File: src/scgr_pkg.sv
// constants, register map and types of the sleep clock gating block
//
// Behaviour
// reserved bits 31, 29, 27:8 read zero
// software preserves reserved bits on read-modify-write
// bit 30 gates the phy clock
// bit 28 gates the mac clock
// bits 7 to 0 gate ports h to a
// set bit clocks unit, clear bit stops it
// access to an unclocked unit gives bus fault
// every gating bit resets to zero
// sleep gating bits apply during sleep
// sleep settings only used when auto gating set
// sleep gating register at offset 0x118, reset zero
// gated clocks switch only on clean boundaries
package scgr_pkg;

  // bus geometry
  localparam int ADDR_W = 12;
  localparam int DATA_W = 32;
  localparam int SEL_W = 4;

  // register byte addresses
  localparam logic [ADDR_W-1:0] CTRL_OFFSET = 12'h000;
  localparam logic [ADDR_W-1:0] FAULT_STATUS_OFFSET = 12'h004;
  localparam logic [ADDR_W-1:0] FAULT_MASK_OFFSET = 12'h008;
  localparam logic [ADDR_W-1:0] ACTIVE_OFFSET = 12'h00c;
  localparam logic [ADDR_W-1:0] SLEEP_GATING_OFFSET = 12'h118;

  // reset values
  localparam logic [DATA_W-1:0] SLEEP_GATING_RESET = 32'h0000_0000;
  localparam logic [DATA_W-1:0] ZERO_WORD = 32'h0000_0000;

  // writable bits of the sleep gating register; the rest read zero
  localparam logic [DATA_W-1:0] SLEEP_GATING_WMASK = 32'h5000_00ff;

  // field positions in the sleep gating register
  localparam int PHY_CLOCK_GATE_BIT = 30;
  localparam int MAC_CLOCK_GATE_BIT = 28;
  localparam int PORT_A_CLOCK_GATE_BIT = 0;
  localparam int PORT_H_CLOCK_GATE_BIT = 7;

  // unit numbering on the unit-side vectors: ports a..h, mac, phy
  localparam int UNIT_N = 10;
  localparam int PORT_N = 8;
  localparam int UNIT_MAC = 8;
  localparam int UNIT_PHY = 9;

  // control register fields
  localparam int AUTO_CLOCK_GATING_BIT = 0;
  localparam int SLEEP_STATUS_BIT = 1;

  // two-flop synchroniser depth
  localparam int SYNC_STAGES = 2;

  // bus answer states
  typedef enum logic [1:0]
  {
    SCGR_IDLE,
    SCGR_ACK,
    SCGR_ERR
  } scgr_bus_state_t;

endpackage : scgr_pkg

File: src/scgr_sleep_gate.sv
// sleep clock gating register, wishbone slave and unit clock gates
//
// Decided for this implementation: the Wishbone slave port and the register addresses other than the sleep gating offset 0x118.
`timescale 1ns/10ps
module scgr_sleep_gate
#(
  parameter int UNITS = scgr_pkg::UNIT_N
)
(
  // clock and reset
  input wire logic clk_i,
  input wire logic rst_i,
  // wishbone slave
  input wire logic wb_cyc_i,
  input wire logic wb_stb_i,
  input wire logic wb_we_i,
  input wire logic [scgr_pkg::ADDR_W-1:0] wb_adr_i,
  input wire logic [scgr_pkg::SEL_W-1:0] wb_sel_i,
  input wire logic [scgr_pkg::DATA_W-1:0] wb_dat_i,
  output logic [scgr_pkg::DATA_W-1:0] wb_dat_o,
  output logic wb_ack_o,
  output logic wb_err_o,
  // system power state
  input wire logic sleep_i,
  input wire logic [UNITS-1:0] run_enable_i,
  // controlled units
  input wire logic [UNITS-1:0] unit_access_i,
  output logic [UNITS-1:0] unit_fault_o,
  output logic [UNITS-1:0] unit_enable_o,
  output logic [UNITS-1:0] unit_clk_o,
  // interrupt
  output logic irq_o
);

  // register contents
  logic [scgr_pkg::DATA_W-1:0] sleep_gating_reg;
  logic [scgr_pkg::DATA_W-1:0] next_sleep_gating_reg;
  logic auto_clock_gating;
  logic next_auto_clock_gating;
  logic [UNITS-1:0] fault_status;
  logic [UNITS-1:0] next_fault_status;
  logic [UNITS-1:0] fault_mask;
  logic [UNITS-1:0] next_fault_mask;

  // bus answer state
  scgr_pkg::scgr_bus_state_t bus_state;
  scgr_pkg::scgr_bus_state_t next_bus_state;
  logic [scgr_pkg::DATA_W-1:0] rd_data;
  logic [scgr_pkg::DATA_W-1:0] next_rd_data;

  // sleep synchroniser and effective enables
  logic [scgr_pkg::SYNC_STAGES-1:0] sleep_sync;
  logic [scgr_pkg::SYNC_STAGES-1:0] next_sleep_sync;
  logic sleep_active;
  logic [UNITS-1:0] sleep_units;
  logic [UNITS-1:0] wanted_enable;
  logic [UNITS-1:0] enable_q;
  logic [UNITS-1:0] next_enable_q;

  // decode helpers
  logic bus_req;
  logic bus_wr;
  logic hit_ctrl;
  logic hit_status;
  logic hit_mask;
  logic hit_active;
  logic hit_sleep;
  logic hit_any;
  logic [scgr_pkg::DATA_W-1:0] byte_mask;
  logic [scgr_pkg::DATA_W-1:0] wr_word;

  // pick the unit bits out of a register-layout word
  function automatic logic [UNITS-1:0] word_to_units
  (
    input logic [scgr_pkg::DATA_W-1:0] word
  );
    logic [UNITS-1:0] u;
    u = '0;
    u[scgr_pkg::PORT_N-1:0] = word[scgr_pkg::PORT_H_CLOCK_GATE_BIT:
                                   scgr_pkg::PORT_A_CLOCK_GATE_BIT];
    u[scgr_pkg::UNIT_MAC] = word[scgr_pkg::MAC_CLOCK_GATE_BIT];
    u[scgr_pkg::UNIT_PHY] = word[scgr_pkg::PHY_CLOCK_GATE_BIT];
    return u;
  endfunction : word_to_units

  // place unit bits back into the register layout
  function automatic logic [scgr_pkg::DATA_W-1:0] units_to_word
  (
    input logic [UNITS-1:0] u
  );
    logic [scgr_pkg::DATA_W-1:0] w;
    w = scgr_pkg::ZERO_WORD;
    w[scgr_pkg::PORT_H_CLOCK_GATE_BIT:scgr_pkg::PORT_A_CLOCK_GATE_BIT] =
      u[scgr_pkg::PORT_N-1:0];
    w[scgr_pkg::MAC_CLOCK_GATE_BIT] = u[scgr_pkg::UNIT_MAC];
    w[scgr_pkg::PHY_CLOCK_GATE_BIT] = u[scgr_pkg::UNIT_PHY];
    return w;
  endfunction : units_to_word

  // address decode; only a request not yet answered is taken
  always_comb
  begin
    bus_req = wb_cyc_i & wb_stb_i & (bus_state == scgr_pkg::SCGR_IDLE);
    bus_wr = bus_req & wb_we_i;
    hit_ctrl = (wb_adr_i == scgr_pkg::CTRL_OFFSET);
    hit_status = (wb_adr_i == scgr_pkg::FAULT_STATUS_OFFSET);
    hit_mask = (wb_adr_i == scgr_pkg::FAULT_MASK_OFFSET);
    hit_active = (wb_adr_i == scgr_pkg::ACTIVE_OFFSET);
    hit_sleep = (wb_adr_i == scgr_pkg::SLEEP_GATING_OFFSET);
    hit_any = hit_ctrl | hit_status | hit_mask | hit_active | hit_sleep;
  end

  // byte lanes turned into a bit mask
  always_comb
  begin
    for (int i = 0; i < scgr_pkg::SEL_W; i++)
    begin
      byte_mask[i*8 +: 8] = {8{wb_sel_i[i]}};
    end
    wr_word = wb_dat_i & byte_mask;
  end

  // sleep gating register: only the documented bits can be written
  always_comb
  begin
    next_sleep_gating_reg = sleep_gating_reg;
    if (rst_i)
    begin
      next_sleep_gating_reg = scgr_pkg::SLEEP_GATING_RESET;
    end
    else if (bus_wr && hit_sleep)
    begin
      // reserved bits are dropped so they always read zero
      next_sleep_gating_reg =
        ((sleep_gating_reg & ~byte_mask) | wr_word)
        & scgr_pkg::SLEEP_GATING_WMASK;
    end
  end

  always_ff @(posedge clk_i)
  begin
    sleep_gating_reg <= next_sleep_gating_reg;
  end

  // control register: the auto clock gating switch
  always_comb
  begin
    next_auto_clock_gating = auto_clock_gating;
    if (rst_i)
    begin
      next_auto_clock_gating = 1'b0;
    end
    else if (bus_wr && hit_ctrl && wb_sel_i[0])
    begin
      next_auto_clock_gating = wb_dat_i[scgr_pkg::AUTO_CLOCK_GATING_BIT];
    end
  end

  always_ff @(posedge clk_i)
  begin
    auto_clock_gating <= next_auto_clock_gating;
  end

  // fault mask register, same layout as the gating register
  always_comb
  begin
    next_fault_mask = fault_mask;
    if (rst_i)
    begin
      next_fault_mask = '0;
    end
    else if (bus_wr && hit_mask)
    begin
      next_fault_mask = word_to_units(
        (units_to_word(fault_mask) & ~byte_mask) | wr_word);
    end
  end

  always_ff @(posedge clk_i)
  begin
    fault_mask <= next_fault_mask;
  end

  // sticky fault status; a new fault beats a write-one clear
  always_comb
  begin
    next_fault_status = fault_status;
    if (rst_i)
    begin
      next_fault_status = '0;
    end
    else
    begin
      if (bus_wr && hit_status)
      begin
        next_fault_status = fault_status & ~word_to_units(wr_word);
      end
      next_fault_status = next_fault_status | unit_fault_o;
    end
  end

  always_ff @(posedge clk_i)
  begin
    fault_status <= next_fault_status;
  end

  // sleep level comes from another domain, so two flops first
  always_comb
  begin
    next_sleep_sync = rst_i ? '0 : {sleep_sync[0], sleep_i};
  end

  always_ff @(posedge clk_i)
  begin
    sleep_sync <= next_sleep_sync;
  end

  // choose which gating set is in effect
  always_comb
  begin
    sleep_units = word_to_units(sleep_gating_reg);
    // sleep bits only count with auto gating on
    sleep_active = sleep_sync[scgr_pkg::SYNC_STAGES-1]
                   & auto_clock_gating;
    // outside sleep the run-mode enables stay in charge
    wanted_enable = sleep_active ? sleep_units : run_enable_i;
  end

  // registered enables: the faults and the gates use the same view
  always_comb
  begin
    next_enable_q = rst_i ? '0 : wanted_enable;
  end

  always_ff @(posedge clk_i)
  begin
    enable_q <= next_enable_q;
  end

  // per-unit clock gate
  genvar g;
  generate
    for (g = 0; g < UNITS; g++)
    begin : gen_gate
      scgr_clk_gate u_gate
      (
        .clk_i(clk_i),
        .rst_i(rst_i),
        .en_i(enable_q[g]),
        .gclk_o(unit_clk_o[g])
      );
    end
  endgenerate

  // an access to an unclocked unit is refused with a fault
  assign unit_fault_o = unit_access_i & ~enable_q;
  assign unit_enable_o = enable_q;

  // level interrupt while an unmasked fault bit is set
  assign irq_o = |(fault_status & fault_mask);

  // bus answer: one registered ack or err per request
  always_comb
  begin
    next_bus_state = scgr_pkg::SCGR_IDLE;
    case (bus_state)
      scgr_pkg::SCGR_IDLE:
      begin
        if (bus_req)
        begin
          // unmapped addresses get err so software sees the slip
          next_bus_state = hit_any ? scgr_pkg::SCGR_ACK
                                   : scgr_pkg::SCGR_ERR;
        end
      end
      // answer lasts one cycle, then the master must release
      scgr_pkg::SCGR_ACK: next_bus_state = scgr_pkg::SCGR_IDLE;
      scgr_pkg::SCGR_ERR: next_bus_state = scgr_pkg::SCGR_IDLE;
      default: next_bus_state = scgr_pkg::SCGR_IDLE;
    endcase
    if (rst_i)
    begin
      next_bus_state = scgr_pkg::SCGR_IDLE;
    end
  end

  always_ff @(posedge clk_i)
  begin
    bus_state <= next_bus_state;
  end

  // read data captured with the request, held while answering
  always_comb
  begin
    next_rd_data = rd_data;
    if (rst_i)
    begin
      next_rd_data = scgr_pkg::ZERO_WORD;
    end
    else if (bus_req)
    begin
      next_rd_data = scgr_pkg::ZERO_WORD;
      if (!wb_we_i)
      begin
        if (hit_ctrl)
        begin
          next_rd_data[scgr_pkg::AUTO_CLOCK_GATING_BIT] = auto_clock_gating;
          next_rd_data[scgr_pkg::SLEEP_STATUS_BIT] = sleep_active;
        end
        if (hit_status)
        begin
          next_rd_data = units_to_word(fault_status);
        end
        if (hit_mask)
        begin
          next_rd_data = units_to_word(fault_mask);
        end
        if (hit_active)
        begin
          next_rd_data = units_to_word(enable_q);
        end
        if (hit_sleep)
        begin
          next_rd_data = sleep_gating_reg;
        end
      end
    end
  end

  always_ff @(posedge clk_i)
  begin
    rd_data <= next_rd_data;
  end

  // answer outputs; ack and err drop the cycle after they rise
  assign wb_ack_o = (bus_state == scgr_pkg::SCGR_ACK);
  assign wb_err_o = (bus_state == scgr_pkg::SCGR_ERR);
  assign wb_dat_o = rd_data;

endmodule : scgr_sleep_gate

File: src/scgr_clk_gate.sv
// glitch-free clock gate cell for one controlled unit
`timescale 1ns/10ps
module scgr_clk_gate
(
  // clock and reset
  input wire logic clk_i,
  input wire logic rst_i,
  // gate request and gated clock
  input wire logic en_i,
  output logic gclk_o
);

  logic en_low;
  logic next_en_low;

  // enable only moves while the clock is low
  always_comb
  begin
    next_en_low = rst_i ? 1'b0 : en_i;
  end

  // falling-edge capture keeps the high phase whole
  always_ff @(negedge clk_i)
  begin
    en_low <= next_en_low;
  end

  assign gclk_o = clk_i & en_low;

endmodule : scgr_clk_gate

File: config.mk
export PLATFORM = sky130hd
export DESIGN_NAME = scgr_sleep_gate
export DESIGN_NICKNAME = d
export VERILOG_FILES = /design/src/scgr_pkg.sv /design/src/scgr_sleep_gate.sv /design/src/scgr_clk_gate.sv
export SDC_FILE = /design/constraint.sdc
export NUM_CORES = 1
export LEC_CHECK = 0
export BUFFER_PORTS_ARGS = -buffer_cell sky130_fd_sc_hd__buf_2
export CAP_MARGIN = 20
export CORE_MARGIN = 4
export CORE_UTILIZATION = 34
export DETAILED_ROUTE_END_ITERATION = 10
export PLACE_DENSITY = 0.66
export SYNTH_ARGS = -nofsm -noshare
export SYNTH_HDL_FRONTEND = slang
export SYNTH_HIERARCHICAL = 1
export SYNTH_SLANG_ARGS = --single-unit
File: constraint.sdc
create_clock -name clk_i -period 2.4 [get_ports clk_i]
set_input_delay 0.24 -clock clk_i [delete_from_list [all_inputs] [get_ports clk_i]]
set_output_delay 0.24 -clock clk_i [all_outputs]
set_load 0.02 [all_outputs]
==> results_dict.tcl, run 1 <==
set metrics [dict create \
    reg2reg_depth 1 \
    syn_area_um2 3261 \
    drt_first_iter_violations 101 \
    detail_route.drc_violations 0 \
    synth_top_cells_by_area "sky130_fd_sc_hd__dfxtp_1, sky130_fd_sc_hd__nand2b_1, sky130_fd_sc_hd__mux2i_1" \
    clock_tree_from_tritoncts "yes" \
    path_buf_inv 1 \
    cp-endpoint "unit_clk_o[7]" \
    final_hold_violation_count 0 \
    timing.critical_path.slowest_stage_cell "sky130_fd_sc_hd__dfxtp_2" \
    pwr_density_cell_nw_per_um2 672.9 \
    unrepaired_setup_endpoints_after_global_routing "true" \
    worst-path-max-fanout 1 \
    layout_setup_ws_ns -0.08866 \
    synth_top_cells_by_count "sky130_fd_sc_hd__dfxtp_1, sky130_fd_sc_hd__nand2b_1, sky130_fd_sc_hd__inv_1" \
    ys.flop_type "sky130_fd_sc_hd__dfxtp_1" \
    postPlaceCellArea_um2 3795 \
    drtPass1Iterations 4 \
    maxSlewHeadroom_pct 57.08 \
    critPathMaxStageDelay_ns 0.30 \
    synthAdderAreaFrac_pct 0 \
    detailed_place_hpwl_um 6577 \
    via_count_of_the_first_global_routing_pass 2988 \
    detail_route.vias_per_cell 4.773 \
    worst_r2r_setup_slack_ns 0.61 \
    post_synth_xor_area_fraction_pct 0 \
    synth-async-reset-ratio_pct 0 \
    status "finished, violations left" \
    placementRows 35 \
    synth_top_family_by_area "simple AND/OR/NAND/NOR gates" \
    required_time_of_the_worst_setup_path_ns 2.16 \
    post-layout-total-power_mw 2.803 \
    ff_to_ff_start "unit_enable_o[1]" \
    worst_pin_slew_ns 0.6425 \
    timing_max_transition_violations_final 0 \
    multi_input_area_um2 1720 \
    startpoint_kind_of_the_worst_setup_timing_path "register" \
    synth-compound-area-share_pct 12.09 \
    maxCapViolations 0 \
    final.setup_skew_ns 0.05515 \
    synth_most_common_cell "sky130_fd_sc_hd__dfxtp_1" \
    clkLatencyLatePin_ns 0.51 \
    worstPathCellList "and2_4 > buf_6" \
    synth.yosys.seq_area_share_pct 39.91 \
    drive_gt1_share_pct 35.84 \
    routed_wire_length_per_instance_um 15.33 \
    gr-usage-all-layers_pct 16.29 \
    area.sequential_um2 1309 \
    routabilityCongestion 0.7917 \
    worstSetupPathDepth 2 \
    synth.yosys.warnings 6 \
    avgSynthCellArea_um2 9.083 \
    failed_checks "setup timing" \
    final_nets 534 \
    synth_enable_flop_cells 0 \
    io_pins 139 \
    setup_viol_count_final 20 \
    synth.area.mux_share_pct 10.59 \
    crit_family "flip-flops" \
    critPathKind "register to output pin" \
    fp.dieH_um 105.9 \
    synthCells 359 \
    yosys.area.top_type "sky130_fd_sc_hd__dfxtp_1" \
    grt_pass1_wl_um 14170 \
    route.vias.total 2840 \
    peakVddDrop_uv 325.7 \
    clkSlewWorstSetupHoldPaths_ns 0.07 \
    fin_hold_ws_ns 0.02540 \
    gr-total-overflow 0 \
    placement.io_buffers 92 \
    starting_density_pct 35.12 \
    antenna_left 0 \
    syn2layout_area_growth_pct 27.74 \
    largest_net_degree_at_the_start_of_global_routing 25 \
    synth_top_area_share_pct 39.91 \
    crit_start "gen_gate[7].u_gate/en_low" \
    finish.utilization_pct 44.87 \
    floorplan.die.width_um 105.9 \
    cp_data_arrival_time_ns 2.25 \
    r2r_end "gen_gate[1].u_gate/en_low" \
    antenna_found_initial 0 \
    ff_latch_count_synth 65 \
    antenna-diode-count 0 \
    worst_hold_path_type "input pin to register" \
    post_synth_and_or_nand_nor_area_fraction_pct 26.78 \
    n_fill_cell 962 \
    core-area_um2 9284 \
    drt_wl_total_um 9122 \
    cp-end-kind "output pin" \
    stdcell_area_um2 4165 \
    die_area_um2 11220 \
    synth_cell_type_count 43 \
    leakagePower_nw 1.955 \
]
## repair_timing
action,CTS,global route
setup buffers,0,0
hold endpoints to repair,1,0
hold buffers,1,0
resized for setup,30,6
endpoints found under the setup margin,20,20
## layout by cell type (no fill, tap or decap), drive strengths merged, types with 3 or more instances in the layout
cell type	n
nor3b	9
clkbuf	16
conb	22
clkinv	4
nand4	6
buf	101
nand3	3
and2	13
nand2b	42
inv	29
a22oi	11
mux2i	21
o31ai	8
o21ai	11
nand2	25
dfxtp	65
a21oi	22
a31oi	8
nor2b	16
nor2	7
mux2	8
## tightest hold or removal path, stage by stage
cell                      delay [ns]
sky130_fd_sc_hd__buf_2          0.10
sky130_fd_sc_hd__nand2_1        0.05
sky130_fd_sc_hd__a21oi_1        0.05
## report_power, final
part           leakage, nW  internal (mW)  switching [mW]
clock network        0.295          0.768           0.624
logic                 1.13          0.111           0.167
registers            0.534           1.11          0.0222
## cells by family after synthesis
group           after synthesis
compound gates               64
simple gates                132
flops                        65
buf+inv                      66
other cells                   1
mux                          31
## layer usage
layer / vias up / wire, um / GRT usage, %
li1: 1384 / - / -
met5: - / 0 / 0
met3: 20 / 732 / 6.800
met1: 1327 / 3882 / 18.71
met4: 0 / 210 / 9.251
met2: 109 / 4296 / 25.50
## how the worst min path moves through the flow
| stage | startpoint | endpoint | slack, ns | depth (start not counted) |
|---|---|---|---|---|
| floorplan | sleep_i | sleep_sync[0] | 0.37 | 1 |
| global placement | sleep_sync[0] | sleep_sync[1] | 0.43 | 1 |
| detailed placement | sleep_sync[0] | sleep_sync[1] | 0.44 | 1 |
| CTS | run_enable_i[0] | unit_enable_o[0] | 0.01 | 3 |
| global route | run_enable_i[6] | unit_enable_o[6] | 0.02 | 3 |
| finish | run_enable_i[0] | unit_enable_o[0] | 0.03 | 3 |
## through the flow
stage / setup TNS, ns / worst slack [ns] / instances
after floorplan: 0 / 0.4655 / 380
after global placement: 0 / 0.3349 / 573
after detailed placement: 0 / 0.3176 / 573
after CTS: -0.9052 / -0.1003 / 595
after global routing: -1.319 / -0.1434 / 595
final: -0.7986 / -0.08866 / 595
## layout make-up
type                            instances  area share (%)
Clock inverter                         15           1.442
Tap cell                              129           3.875
Sequential cell                        65           31.42
Clock buffer                           26           8.531
Timing Repair Buffer                   92           11.72
Multi-Input combinational cell        249           41.30
Inverter                               19           1.712
No activity file was read; power rests on OpenSTA's default activity.
==> inputs of run 2 (changes only) <==
==> constraint.sdc (replaced) <==
create_clock -name clk_i -period 2.4 [get_ports clk_i]
set_input_delay 0.24 -clock clk_i [delete_from_list [all_inputs] [get_ports clk_i]]
set_output_delay 0.24 -clock clk_i [all_outputs]
set_load 0.01 [all_outputs]
==> results_dict.tcl, run 2 (synthesized netlist as in run 1, its figures left out) <==
set metrics [dict create \
    core-area_um2 9284 \
    cp-end-kind "output pin" \
    failed_checks "setup timing" \
    detailed_place_hpwl_um 6460 \
    worst_pin_slew_ns 0.7153 \
    crit_family "flip-flops" \
    clkSlewWorstSetupHoldPaths_ns 0.08 \
    peakVddDrop_uv 347.8 \
    finish.cell_count_without_fillers 594 \
    antenna-diode-count 0 \
    placementRows 35 \
    pwr_density_cell_nw_per_um2 635.1 \
    layout_setup_ws_ns -0.09679 \
    detail_route.vias_per_cell 4.803 \
    drt_wl_total_um 9079 \
    critPathMaxStageDelay_ns 0.30 \
    worst_hold_path_type "input pin to register" \
    grt_pass1_wl_um 14150 \
    io_pins 139 \
    antenna_left 0 \
    critPathKind "register to output pin" \
    startpoint_kind_of_the_worst_setup_timing_path "register" \
    gr-usage-all-layers_pct 16.30 \
    leakagePower_nw 1.919 \
    floorplan.die.width_um 105.9 \
    syn2layout_area_growth_pct 24.90 \
    status "finished, violations left" \
    final_nets 533 \
    setup_viol_count_final 20 \
    unrepaired_setup_endpoints_after_global_routing "true" \
    timing_max_transition_violations_final 0 \
    clkLatencyLatePin_ns 0.51 \
    gr-total-overflow 0 \
    antenna_found_initial 0 \
    drtPass1Iterations 4 \
    drt_first_iter_violations 147 \
    detailedPlace.worstSlack_ns 0.2936 \
    worstPathCellList "and2_4 > buf_6" \
    detail_route.drc_violations 0 \
    via_count_of_the_first_global_routing_pass 2971 \
    routed_wire_length_per_instance_um 15.28 \
    maxCapViolations 0 \
    cts-hold-fix-buffers 0 \
    die_area_um2 11220 \
    placement.io_buffers 92 \
    starting_density_pct 35.12 \
    final.setup_skew_ns 0.05791 \
    postPlaceCellArea_um2 3795 \
    routabilityCongestion 0.7698 \
    route.vias.total 2853 \
    timing.critical_path.slowest_stage_cell "sky130_fd_sc_hd__dfxtp_2" \
    placed_cells_incl_taps 573 \
    detailroute.wirelength.met3_um 863 \
    cp_data_arrival_time_ns 2.26 \
    path_buf_inv 1 \
    post_cts.repair.setup_buffers 0 \
    timing.setup.tns_ns -0.7739 \
    clock_tree_from_tritoncts "yes" \
    final_hold_violation_count 0 \
    mostFrequentLayoutCells "sky130_fd_sc_hd__buf_2, sky130_fd_sc_hd__dfxtp_1, sky130_fd_sc_hd__nand2b_1" \
    maxSlewHeadroom_pct 52.21 \
    routed.top_layer "met4" \
    stdcell_area_um2 4073 \
    worst-path-max-fanout 1 \
    largest_net_degree_at_the_start_of_global_routing 26 \
    drive_gt1_share_pct 34.62 \
    mostFrequentLayoutCell "sky130_fd_sc_hd__buf_2" \
    route.met2.wl_um 4370 \
    detailed_routing_wirelength_on_met1_um 3721 \
    fp.dieH_um 105.9 \
    required_time_of_the_worst_setup_path_ns 2.16 \
]
==> run 2: stage by stage <==
stage                     power, mW  util [%]  hold WS [ns]
after global routing          2.727     43.87      0.007688
after floorplan               1.402         -        0.3682
after detailed placement      1.505     40.88        0.4255
after global placement        1.500     40.88        0.4242
final                         2.587     43.87       0.01804
after CTS                     2.592     43.33      0.006120
==> run 2: worst min-delay path, cell delays in order <==
cell and delay, ns:
sky130_fd_sc_hd__buf_2 0.10, sky130_fd_sc_hd__nand2_1 0.05, sky130_fd_sc_hd__a21oi_1 0.05
==> run 2: path summary, 6_finish.rpt <==
check	cells past startpoint	from	slack, ns	end
hold / removal	3	run_enable_i[0]	0.02	unit_enable_o[0]
setup / recovery	2	gen_gate[7].u_gate/en_low	-0.1	unit_clk_o[7]
setup reg to reg	1	unit_enable_o[4]	0.60	gen_gate[4].u_gate/en_low
hold reg to reg	1	sleep_sync[0]	0.44	sleep_sync[1]
==> run 2: layout make-up <==
class | instances | area [um2]
clock inverters | 16 | 68.82
repair buffers | 91 | 478.0
flip-flops and latches | 65 | 1308
well taps | 129 | 161.4
fillers | 945 | 5211
multi-input cells | 249 | 1708
inverters | 19 | 71.32
clock buffers | 25 | 277.8
==> run 2: layer usage <==
layer,track usage [%],vias up
met5,0,-
met4,8.696,0
met3,6.800,15
met2,25.50,127
met1,18.95,1326
li1,-,1385
==> run 2: repair_timing <==
action,4_1_cts,5_1_grt
gates resized for setup,0,15
pin swaps,1,2
setup endpoints to repair,20,20
==> run 2: report_power, final <==
part / switching [mW] / internal [mW] / leakage, nW
clock network: 0.589 / 0.618 / 0.263
registers: 0.0229 / 1.11 / 0.533
logic: 0.136 / 0.109 / 1.12
total: 0.748 / 1.84 / 1.92
==> inputs of run 3 (changes only) <==
--- a/config.mk
+++ b/config.mk
@@ -7,10 +7,12 @@
 export LEC_CHECK = 0
 export BUFFER_PORTS_ARGS = -buffer_cell sky130_fd_sc_hd__buf_2
 export CAP_MARGIN = 20
+export CELL_PAD_IN_SITES_DETAIL_PLACEMENT = 0
+export CELL_PAD_IN_SITES_GLOBAL_PLACEMENT = 1
 export CORE_MARGIN = 4
 export CORE_UTILIZATION = 34
 export DETAILED_ROUTE_END_ITERATION = 10
-export PLACE_DENSITY = 0.66
+export PLACE_DENSITY = 0.85
 export SYNTH_ARGS = -nofsm -noshare
 export SYNTH_HDL_FRONTEND = slang
 export SYNTH_HIERARCHICAL = 1
==> results_dict.tcl, run 3 (synthesized netlist as in run 1, its figures left out) <==
set metrics [dict create \
    status "finished, violations left" \
    failed_checks "setup timing" \
    antenna-diode-count 0 \
    leakagePower_nw 1.912 \
    final.setup_skew_ns 0.05934 \
    io_pins 139 \
    setup_viol_count_final 20 \
    postPlaceCellArea_um2 3792 \
    final_hold_violation_count 0 \
    antenna_found_initial 1 \
    via_count_of_the_first_global_routing_pass 2910 \
    power_frac_seq_pct 43.3 \
    routabilityCongestion 0.8372 \
    routed_wire_length_per_instance_um 14.91 \
    fp.dieH_um 105.9 \
    worstPathCellList "and2_1 > buf_2" \
    power.switching_fraction_pct 29.03 \
    drtPass1Iterations 5 \
    detailed_routing_wirelength_on_met1_um 3503 \
    routed.top_layer "met5" \
    antenna_left 0 \
    internal_power_mw 1.858 \
    clkLatencyLatePin_ns 0.50 \
    mostFrequentLayoutCell "sky130_fd_sc_hd__buf_2" \
    timing_max_transition_violations_final 0 \
    maxSlewHeadroom_pct 56.79 \
    drive_gt1_share_pct 32.47 \
    required_time_of_the_worst_setup_path_ns 2.16 \
    detail_route.drc_violations 0 \
    mostFrequentLayoutCells "sky130_fd_sc_hd__buf_2, sky130_fd_sc_hd__dfxtp_1, sky130_fd_sc_hd__nand2b_1" \
    clock_tree_from_tritoncts "yes" \
    starting_density_pct 35.12 \
    worst-path-max-fanout 1 \
    worst_pin_slew_ns 0.6469 \
    syn2layout_area_growth_pct 23.91 \
    largest_net_degree_at_the_start_of_global_routing 32 \
    timing.critical_path.slowest_stage_cell "sky130_fd_sc_hd__dfxtp_1" \
    floorplan.die.width_um 105.9 \
    path_buf_inv 1 \
    power_frac_clock_pct 47.4 \
    critPathKind "register to output pin" \
    unrepaired_setup_endpoints_after_global_routing "true" \
    gr-usage-all-layers_pct 15.99 \
    peakVddDrop_uv 496.7 \
    layout_setup_ws_ns -0.08171 \
    cp_data_arrival_time_ns 2.24 \
    power.switching_mw 0.7598 \
    critPathMaxStageDelay_ns 0.29 \
    maxCapViolations 0 \
    detailedPlace.worstSlack_ns 0.4353 \
    p_comb_share_pct 9.3 \
    die_area_um2 11220 \
    reg2reg_depth 1 \
    grt_pass1_wl_um 13920 \
    placementRows 35 \
    drt_wl_total_um 8810 \
    detailroute.wirelength.met3_um 960 \
    worst_hold_path_type "input pin to register" \
    drt_first_iter_violations 171 \
    detailed_place_hpwl_um 6446 \
    stdcell_area_um2 4040 \
    core-area_um2 9284 \
    timing.hold.worst_path_depth 3 \
    route.met2.wl_um 4115 \
    gr-total-overflow 0 \
    worstSetupPathDepth 2 \
    post-layout-total-power_mw 2.617 \
    crit_family "flip-flops" \
    route.vias.total 2827 \
    final_nets 531 \
    placement.io_buffers 92 \
    detail_route.vias_per_cell 4.783 \
    startpoint_kind_of_the_worst_setup_timing_path "register" \
    clkSlewWorstSetupHoldPaths_ns 0.08 \
    cp-end-kind "output pin" \
    pwr_density_cell_nw_per_um2 647.9 \
]
==> run 3: cell count changes in the layout (fill, tap and decap cells not counted), moves of 3 or more <==
cell,previous run,this run
sky130_fd_sc_hd__buf_2,87,92
sky130_fd_sc_hd__and2_4,5,0
sky130_fd_sc_hd__dfxtp_1,60,65
sky130_fd_sc_hd__and2_1,8,13
sky130_fd_sc_hd__buf_6,5,0
sky130_fd_sc_hd__dfxtp_2,5,0
sky130_fd_sc_hd__buf_4,9,6
==> run 3: path summary, 6_finish.rpt <==
check / from / end / slack, ns
worst min-delay path: run_enable_i[0] / unit_enable_o[0] / 0.04
worst max-delay path: gen_gate[5].u_gate/en_low / unit_clk_o[5] / -0.08
worst min register to register: sleep_sync[0] / sleep_sync[1] / 0.46
worst max register to register: unit_enable_o[5] / gen_gate[5].u_gate/en_low / 0.61
==> run 3: power by group through the flow <==
stage                     Sequential, mW  Combinational, mW  Clock (mW)
after floorplan                     1.15              0.165      0.0845
after global placement              1.16              0.241       0.104
after detailed placement            1.16              0.245       0.104
after CTS                           1.13              0.246        1.28
after global routing                1.14              0.272        1.36
final                               1.13              0.244        1.24
==> run 3: per-layer routing <==
metal  up-vias  GRT usage (%)
li1       1381              -
met1      1280          18.74
met2       142          25.00
met3        22          6.861
met4         2          7.956
met5         -              0
==> run 3: final cells by class <==
class | instances | area [um2]
fill | 958 | 5244
clock inverter | 16 | 81.33
clock buffer | 24 | 254.0
timing repair buffer | 89 | 475.5
multi-input combinational | 249 | 1695
tap | 129 | 161.4
sequential | 65 | 1301
inverter | 19 | 71.32
==> run 3: through the flow <==
stage	std cells	hold WS, ns	setup TNS [ns]	util [%]
finish	591	0.03562	-0.7051	43.52
global route	591	0.01569	-1.253	43.52
CTS	591	0.02073	-0.9071	43.52
detailed placement	571	0.4467	0	40.85
global placement	571	0.4257	0	40.85
floorplan	380	0.3682	0	-
==> run 3: what timing repair did <==
action | in CTS | in global routing
pin swaps | 1 | 1
gates cloned | 0 | 0
resized for setup | 0 | 0
hold buffers | 0 | 0
setup endpoints to repair | 20 | 20
setup buffers | 0 | 0
